## src/pmx_pkg.sv

```systemverilog
// pmx_pkg: register map, reset values and pin routing table of the pin mux.
// assumes a 32-bit classic Wishbone bus and a 100 MHz peripheral clock.
package pmx_pkg;

  localparam int unsigned REG_NUM    = 10;
  localparam int unsigned PIN_NUM    = 16;
  localparam int unsigned ENC_NUM    = 4;
  localparam int unsigned ADR_W      = 6;

  // register byte offsets
  localparam logic [5:0] OFS_SEL0    = 6'h00;
  localparam logic [5:0] OFS_SEL1    = 6'h04;
  localparam logic [5:0] OFS_SEL2    = 6'h08;
  localparam logic [5:0] OFS_SEL3    = 6'h0c;
  localparam logic [5:0] OFS_SEL4    = 6'h10;
  localparam logic [5:0] OFS_SEL5    = 6'h14;
  localparam logic [5:0] OFS_SEL6    = 6'h18;
  localparam logic [5:0] OFS_FILT    = 6'h20;
  localparam logic [5:0] OFS_DISSRC  = 6'h24;

  // word index 7 holds nothing
  localparam logic [REG_NUM-1:0] REG_VALID = 10'h37f;

  localparam logic [31:0] REG_RESET [REG_NUM] = '{
    32'h0000_0100, 32'h0101_0101, 32'h0001_0101, 32'h0101_0001,
    32'h0001_0101, 32'h0000_0100, 32'h0000_0100, 32'h0000_0000,
    32'h0101_0101, 32'h0000_0001};

  localparam int unsigned IDX_FILT   = 8;
  localparam int unsigned IDX_DISSRC = 9;

  // per pin: selection register index, byte lane, third option present
  localparam int unsigned PIN_REG  [PIN_NUM] = '{0, 1, 1, 1, 1, 2, 2, 2,
                                                  6, 3, 4, 5, 3, 4, 3, 4};
  localparam int unsigned PIN_BYTE [PIN_NUM] = '{1, 0, 1, 2, 3, 0, 1, 2,
                                                  1, 0, 1, 1, 2, 0, 3, 2};
  localparam logic [PIN_NUM-1:0] PIN_HAS3  = 16'h0b40;

  // select byte codes
  localparam logic [7:0] SEL_DEFAULT = 8'h01;
  localparam logic [7:0] SEL_OPT2    = 8'h02;
  localparam logic [7:0] SEL_OPT3    = 8'h04;

  // filter / source control bit positions inside a byte
  localparam int unsigned BIT_SYNC   = 0;
  localparam int unsigned BIT_QUAL   = 1;

  // qualification counter
  localparam int unsigned QUAL_W     = 6;
  localparam logic [QUAL_W-1:0] QUAL_LAST = 6'h3f;

  typedef enum logic [1:0] {
    PMX_SRC_DEFAULT,
    PMX_SRC_OPT2,
    PMX_SRC_OPT3
  } pmx_src_type;

endpackage

```

## src/pmx_pin_mux.sv

```systemverilog
// pmx_pin_mux: output pin multiplexer, input fan-out, encoder input
// qualification and timer pin-disable source selection.
// assumes classic Wishbone on CLK_I, PRIV_I valid with every request, pads
// and encoder signals asynchronous to CLK_I.
// How it works
// - reset puts every pin on its default function
// - one set bit per byte picks function
// - each used byte independently selects one pin
// - several bits set in byte give default
// - all-zero register returns pins to default
// - unprivileged writes refused with bus error
// - mux steers only output value and enable
// - pad input reaches all modules regardless
// - port A line 7 default bit resets set
// - phase A sync bit gives two-flop sync
// - phase A qualify bit alone adds 6-bit counter
// - phase A both bits zero means sync
// - phase B same scheme on bits 8,9
// - index same scheme on bits 16,17
// - strobe same scheme on bits 24,25
// - source bit 0 routes port A line 5 directly
// - source bit 1 alone routes inverted synced encoder error
// - both source bits zero means direct port
module pmx_pin_mux
  import pmx_pkg::*;
(
  input  logic                 CLK_I,          // peripheral clock
  input  logic                 RESETN_I,       // synchronous reset, active low
  input  logic                 CE_I,           // clock enable, freezes state
  input  logic                 CYC_I,          // wishbone cycle
  input  logic                 STB_I,          // wishbone strobe
  input  logic                 WE_I,           // wishbone write
  input  logic [ADR_W-1:0]     ADR_I,          // wishbone byte address
  input  logic [3:0]           SEL_I,          // wishbone byte enables
  input  logic [31:0]          DAT_I,          // wishbone write data
  input  logic                 PRIV_I,         // request made in privileged mode
  output logic [31:0]          DAT_O,          // wishbone read data
  output logic                 ACK_O,          // wishbone acknowledge
  output logic                 ERR_O,          // wishbone error
  input  logic [PIN_NUM-1:0]   DEF_OUT_I,      // default function output values
  input  logic [PIN_NUM-1:0]   DEF_OE_I,       // default function output enables
  input  logic [PIN_NUM-1:0]   OPT2_OUT_I,     // option two output values
  input  logic [PIN_NUM-1:0]   OPT2_OE_I,      // option two output enables
  input  logic [PIN_NUM-1:0]   OPT3_OUT_I,     // option three output values
  input  logic [PIN_NUM-1:0]   OPT3_OE_I,      // option three output enables
  output logic [PIN_NUM-1:0]   PAD_OUT_O,      // pad output value
  output logic [PIN_NUM-1:0]   PAD_OE_O,       // pad output enable
  input  logic [PIN_NUM-1:0]   PAD_IN_I,       // pad input level
  output logic [PIN_NUM-1:0]   PIN_IN_O,       // synced pad input to all modules
  input  logic [ENC_NUM-1:0]   ENC_IN_I,       // encoder phase a, b, index, strobe
  output logic [ENC_NUM-1:0]   ENC_OUT_O,      // encoder inputs after filter
  input  logic                 PORT_A_LINE_5_I, // port A line 5 level
  input  logic                 ENC_ERR_I,      // encoder error, active high
  output logic                 TIMER_PIN_DISABLE_IN_O // timer pin-disable input
);

  // ---------------- bus slave ----------------
  logic [31:0]             regs_q [REG_NUM];
  logic                    ack_q;
  logic                    err_q;
  logic [31:0]             dat_q;
  logic [3:0]              adr_idx;
  logic                    bus_req;
  logic                    adr_hit;
  logic                    wr_refused;
  logic                    commit_wr;
  logic [31:0]             wr_mask;
  logic [31:0]             rd_word;

  assign bus_req    = CYC_I & STB_I;
  assign adr_idx    = ADR_I[5:2];
  assign adr_hit    = (adr_idx < 4'(REG_NUM)) && REG_VALID[adr_idx];
  // unprivileged write is refused before it can touch a selector
  assign wr_refused = WE_I & ~PRIV_I;
  // write lands on the edge at which the master samples ack
  assign commit_wr  = bus_req & ack_q & WE_I & adr_hit;
  assign wr_mask    = {{8{SEL_I[3]}}, {8{SEL_I[2]}}, {8{SEL_I[1]}}, {8{SEL_I[0]}}};
  assign rd_word    = adr_hit ? regs_q[adr_idx] : 32'h0000_0000;

  always_ff @(posedge CLK_I) begin
    if (!RESETN_I) begin
      ack_q <= 1'b0;
      err_q <= 1'b0;
      dat_q <= 32'h0000_0000;
    end else if (CE_I) begin
      ack_q <= bus_req & ~ack_q & ~err_q & ~wr_refused;
      err_q <= bus_req & ~ack_q & ~err_q & wr_refused;
      dat_q <= rd_word;
    end
  end

  assign ACK_O = ack_q;
  assign ERR_O = err_q;
  assign DAT_O = dat_q;

  // register file; reserved bits are stored as written
  genvar r;
  generate
    for (r = 0; r < REG_NUM; r++) begin : g_reg
      always_ff @(posedge CLK_I) begin
        if (!RESETN_I) begin
          regs_q[r] <= REG_RESET[r];
        end else if (CE_I && commit_wr && adr_idx == 4'(r) && REG_VALID[r]) begin
          regs_q[r] <= (regs_q[r] & ~wr_mask) | (DAT_I & wr_mask);
        end
      end
    end
  endgenerate

  // ---------------- output multiplexing ----------------
  // single hot code picks option, anything else falls back to default
  function automatic pmx_src_type pick_src(input logic [7:0] sel, input logic has3);
    pmx_src_type src;
    src = PMX_SRC_DEFAULT;
    case (sel)
      SEL_OPT2: src = PMX_SRC_OPT2;
      SEL_OPT3: src = has3 ? PMX_SRC_OPT3 : PMX_SRC_DEFAULT;
      default:  src = PMX_SRC_DEFAULT;
    endcase
    return src;
  endfunction

  logic [PIN_NUM-1:0] pad_out_q;
  logic [PIN_NUM-1:0] pad_oe_q;
  logic [PIN_NUM-1:0] in_s1_q;
  logic [PIN_NUM-1:0] in_s2_q;
  logic [7:0]         pin_sel [PIN_NUM];
  pmx_src_type        pin_src [PIN_NUM];

  genvar p;
  generate
    for (p = 0; p < PIN_NUM; p++) begin : g_pin
      // each pin owns exactly one byte lane
      assign pin_sel[p] = regs_q[PIN_REG[p]][PIN_BYTE[p]*8 +: 8];
      assign pin_src[p] = pick_src(pin_sel[p], PIN_HAS3[p]);

      // only the output path is switched
      always_ff @(posedge CLK_I) begin
        if (!RESETN_I) begin
          pad_out_q[p] <= 1'b0;
          pad_oe_q[p]  <= 1'b0;
        end else if (CE_I) begin
          case (pin_src[p])
            PMX_SRC_OPT2: begin
              pad_out_q[p] <= OPT2_OUT_I[p];
              pad_oe_q[p]  <= OPT2_OE_I[p];
            end
            PMX_SRC_OPT3: begin
              pad_out_q[p] <= OPT3_OUT_I[p];
              pad_oe_q[p]  <= OPT3_OE_I[p];
            end
            default: begin
              pad_out_q[p] <= DEF_OUT_I[p];
              pad_oe_q[p]  <= DEF_OE_I[p];
            end
          endcase
        end
      end
    end
  endgenerate

  assign PAD_OUT_O = pad_out_q;
  assign PAD_OE_O  = pad_oe_q;

  // input fan-out: no input mux, every module sees the same level
  always_ff @(posedge CLK_I) begin
    if (!RESETN_I) begin
      in_s1_q <= '0;
      in_s2_q <= '0;
    end else if (CE_I) begin
      in_s1_q <= PAD_IN_I;
      in_s2_q <= in_s1_q;
    end
  end

  assign PIN_IN_O = in_s2_q;

  // ---------------- encoder input qualification ----------------
  logic [ENC_NUM-1:0] enc_s1_q;
  logic [ENC_NUM-1:0] enc_s2_q;
  logic [ENC_NUM-1:0] enc_filt_q;
  logic [ENC_NUM-1:0] enc_qual;
  logic [QUAL_W-1:0]  enc_cnt_q [ENC_NUM];

  genvar e;
  generate
    for (e = 0; e < ENC_NUM; e++) begin : g_enc
      // qualify only when sync bit clear and qualify bit set
      assign enc_qual[e] = ~regs_q[IDX_FILT][e*8 + BIT_SYNC]
                         &  regs_q[IDX_FILT][e*8 + BIT_QUAL];

      always_ff @(posedge CLK_I) begin
        if (!RESETN_I) begin
          enc_s1_q[e]   <= 1'b0;
          enc_s2_q[e]   <= 1'b0;
          enc_filt_q[e] <= 1'b0;
          enc_cnt_q[e]  <= '0;
        end else if (CE_I) begin
          enc_s1_q[e] <= ENC_IN_I[e];
          enc_s2_q[e] <= enc_s1_q[e];
          // counter restarts whenever the input matches the output again
          if (enc_s2_q[e] == enc_filt_q[e]) begin
            enc_cnt_q[e] <= '0;
          end else if (enc_cnt_q[e] == QUAL_LAST) begin
            enc_filt_q[e] <= enc_s2_q[e];
            enc_cnt_q[e]  <= '0;
          end else begin
            enc_cnt_q[e] <= enc_cnt_q[e] + 6'h01;
          end
        end
      end

      // illegal 00 code behaves as sync only
      assign ENC_OUT_O[e] = enc_qual[e] ? enc_filt_q[e] : enc_s2_q[e];
    end
  endgenerate

  // ---------------- timer pin-disable source ----------------
  logic err_s1_q;
  logic err_s2_q;
  logic dis_from_err;

  always_ff @(posedge CLK_I) begin
    if (!RESETN_I) begin
      err_s1_q <= 1'b1;
      err_s2_q <= 1'b1;
    end else if (CE_I) begin
      err_s1_q <= ~ENC_ERR_I;
      err_s2_q <= err_s1_q;
    end
  end

  assign dis_from_err = ~regs_q[IDX_DISSRC][BIT_SYNC] & regs_q[IDX_DISSRC][BIT_QUAL];
  // direct path is unsynchronised by intent: pin-disable must act at once
  assign TIMER_PIN_DISABLE_IN_O = dis_from_err ? err_s2_q
                                               : PORT_A_LINE_5_I;

  // ---------------- assertions ----------------
  // helper history: enable seen and reset clear at the two previous edges,
  // so two-flop checks never look back across a reset or a freeze
  logic [1:0] live_q;
  logic       two_live;
  logic [6:0] run_q;

  always_ff @(posedge CLK_I) begin
    if (!RESETN_I) begin
      live_q <= 2'b00;
    end else begin
      live_q <= {live_q[0], CE_I};
    end
  end

  assign two_live = live_q[1] & live_q[0];

  // own count of consecutive edges at which phase A disagreed with its filtered level
  always_ff @(posedge CLK_I) begin
    if (!RESETN_I) begin
      run_q <= 7'h00;
    end else if (CE_I) begin
      run_q <= (enc_s2_q[0] != enc_filt_q[0]) ? run_q + 7'h01 : 7'h00;
    end
  end
endmodule

```

## config.mk

```make
export PLATFORM = sky130hd
export DESIGN_NAME = pmx_pin_mux
export DESIGN_NICKNAME = d
export VERILOG_FILES = /design/src/pmx_pkg.sv /design/src/pmx_pin_mux.sv
export SDC_FILE = /design/constraint.sdc
export NUM_CORES = 1
export LEC_CHECK = 0
export CELL_PAD_IN_SITES_DETAIL_PLACEMENT = 0
export CELL_PAD_IN_SITES_GLOBAL_PLACEMENT = 2
export CORE_MARGIN = 8
export CORE_UTILIZATION = 35
export DETAILED_ROUTE_END_ITERATION = 8
export DONT_BUFFER_PORTS = 1
export PLACE_DENSITY_LB_ADDON = 0.1
export SLEW_MARGIN = 10
export SYNTH_ARGS = -nofsm -noshare
export SYNTH_HDL_FRONTEND = slang
export SYNTH_SLANG_ARGS = --single-unit
```

## constraint.sdc

```tcl
create_clock -name CLK_I -period 4.7 [get_ports CLK_I]
set_clock_uncertainty 0.05 [all_clocks]
set_input_delay 0.705 -clock CLK_I [delete_from_list [all_inputs] [get_ports CLK_I]]
set_output_delay 0.705 -clock CLK_I [all_outputs]
set_load 0.01 [all_outputs]
```

==> qor.yml <==
min_path:
  min_path_type: "primary input to register"
  worstHoldStart: "RESETN_I"
  hold_depth: 1
  min_to: "err_s2_q"
synth:
  synth.area.top_cells: "edfxtp_1 (44%), dfxtp_1 (10%), nand2b_1 (8.6%)"
  synth_top_area_share_pct: 43.7
  yosys_warnings: 0
  synthFlopType: "edfxtp_1"
  netlist_area_sq_um: 21400
  async_flop_share_pct: 0
  synth_top_cell_by_area: "edfxtp_1"
  ys_ff_latch: 424
  synth-edff-count: 312
  synthTopCellsByCount: "edfxtp_1 (312), nand2b_1 (296), a21oi_1 (262)"
  synth_nets: 2061
  ys_types: 54
  ys_seq_area_share_pct: 54.2
  yosysMostFrequentCell: "edfxtp_1"
  synth_area_per_cell_sq_um: 11.4
  syn_inst: 1882
clocking:
  path_clk_slew_ns: 0.05
  clock_path_buffers: 3
  cts-buffers-inserted: 51
  htreeDepth: 2
  cts-root-buf: "clkbuf_16"
  postCtsSetupBuffers: 0
  cts.hold.buffers_added: 0
  cts_repair_resize_count: 0
  cts_tree: "done"
  cts.sinks: 424
  insertion_delay_ns: 0.59
worst_setup_path:
  r2r-start: "ACK_O"
  cp_data_required_time_ns: 4.97
  r2r_setup_slack_ns: 1.96
  critical_path.max_fanout: 20
  critPathLaunchType: "register"
  arrival_ns: 3.01
  critPathKind: "register to register"
  reg2reg_depth: 5
  crit_path_cell_trace: "and4_4, and3_1, nand3_1, buf_4, nand3b_1"
  slowest_stage: "nand3_1"
  cpPeakStageDelay_ns: 0.65
  rr_endpoint: "regs_q[0][8]"
  end_kind: "register"
grt:
  grt_use_total_pct: 18.4
  gr-max-usage-layer: "met2"
  use_met3_pct: 3.54
  met2_usage_pct: 29.9
  first_global_vias: 14261
  met1_usage_pct: 24.9
  grt_max_degree: 109
  antenna_found_initial: 2
  overflow: 0
  grt_pass1_wl_mm: 98.3
place:
  gp_congestion: 0.743
  placed_area_sq_um: 22000
  hpwl_mm: 42.2
  port_buffers: 0
finish:
  drive_gt1_share_pct: 15.0
  syn2layout_area_growth_pct: 10.5
  fin_nets: 2004
  design_area_sq_um: 23700
routing:
  viasPerCell: 5.38
  ant_nets: 0
  vias: 14245
  drt-initial-drc-count: 1128
  avgRoutedWirePerCell_um: 25.2
  first_pass_iters: 7
  wirelength_mm: 66.8
  drc: 0
sta:
  fin_crit_sh_pct: 58.3
  max_freq_ghz: 0.365
  final-hold-violation-count: 0
  period_minus_slack_ns: 2.74
  worst_pin_slew_ns: 1.20
  setup_viol: 0
  rsz0062_at_grt: "no"
  drv_slew: 0
  slew_headroom_pct: 19.8
  fin_tns_setup_ns: 0
power_and_ir_drop:
  netSwitchingPower_mw: 2.00
  power_frac_seq_pct: 49.3
  p_per_area_nw_per_um2: 365
  power.internal_mw: 6.64
  power_frac_clock_pct: 44.9
  netSwitchingFraction_pct: 23.2
  ir_worst_vdd_mv: 0.232
  leakage_nw: 8.13
  power_frac_comb_pct: 5.8
floorplan:
  start_util_pct: 35.4
  chipHeight_um: 263
  die_w_um: 263
  core-area_sq_um: 60500
  ios: 254
  dieArea_sq_um: 69400
  row_count: 90
run_status:
  status: "completed"
job:
  cap_viol_max_count: 0
## per-stage QoR
step / total power, mW / cells / utilization [%] / hold slack (ns) / setup WS (ns)
floorplan: 4.76 / 1882 / - / 0.387 / 0.389
global placement: 4.84 / 2554 / 36.4 / 0.399 / 1.78
detailed placement: 4.85 / 2554 / 36.4 / 0.414 / 1.70
CTS: 8.76 / 2649 / 39.1 / 0.0996 / 1.93
global route: 8.95 / 2650 / 39.1 / 0.116 / 1.87
finish: 8.64 / 2650 / 39.1 / 0.144 / 1.96
## cell type report
type,instances,area [sq um]
clock buffer,88,1590
inverter,12,45.0
timing repair buffer,24,193
clock inverter,7,32.5
tap,782,978
antenna,1,2.50
fill,5877,36800
multi-input combinational,1312,9210
sequential,424,11600
## power groups by stage
stage | clock, mW | combinational [mW] | sequential (mW)
after global placement | 0 | 0.501 | 4.34
after detailed placement | 0 | 0.505 | 4.34
after CTS | 3.99 | 0.507 | 4.27
final | 3.88 | 0.500 | 4.27
after global routing | 4.12 | 0.543 | 4.28
after floorplan | 0 | 0.449 | 4.31
## registers in the layout (all words and copies together) (netlist names), 4 cells and up
register	flops
DAT_O	32
PAD_OE_O	16
PAD_OUT_O	16
PIN_IN_O	16
enc_cnt_q	24
enc_filt_q	4
enc_s1_q	4
enc_s2_q	4
in_s1_q	16
regs_q	288
## worst max-delay path by stage
stage,to,startpoint,slack [ns]
final,regs_q[0][8],ACK_O,1.96
after floorplan,regs_q[0][0],ADR_I[3],0.39
after global placement,regs_q[0][8],CYC_I,1.78
after detailed placement,regs_q[2][14],CYC_I,1.70
after global routing,regs_q[2][13],ACK_O,1.87
after CTS,regs_q[2][14],ACK_O,1.93
## kinds of logic after synthesis
| kind of cell | Yosys count | share of synthesized area (%) |
|---|---|---|
| buf+inv | 146 | 3.43 |
| xor+xnor | 20 | 0.818 |
| flops | 424 | 54.2 |
| fa+ha+maj | 12 | 0.701 |
| mux | 210 | 10.2 |
| simple gates | 563 | 15.5 |
| compound gates | 507 | 15.1 |
## routing by layer
metal  wire length [um]  part of all wire, %
met1              30700                   46
met3               3330                  5.0
met4               1440                  2.2
met2              31300                   47
met5                 13                0.019
## worst max-delay path, delay by kind of cell, from the launching register on
| kind | cells | cell delay (ns) |
|---|---|---|
| flip-flops | 1 | 0.43 |
| buffers and inverters | 1 | 0.49 |
| AND/OR/NAND/NOR | 4 | 1.50 |
## cell usage in the layout (no fill, tap or decap), drive strengths merged, types with 35 or more instances in the layout
cell type / instances
a21oi: 322
edfxtp: 312
nand2b: 296
mux2i: 141
dfxtp: 112
clkbuf: 88
o21ai: 75
nand2: 73
mux2: 69
nor2b: 57
a22oi: 39
nor2: 35
(Power assumes the default switching activity.)
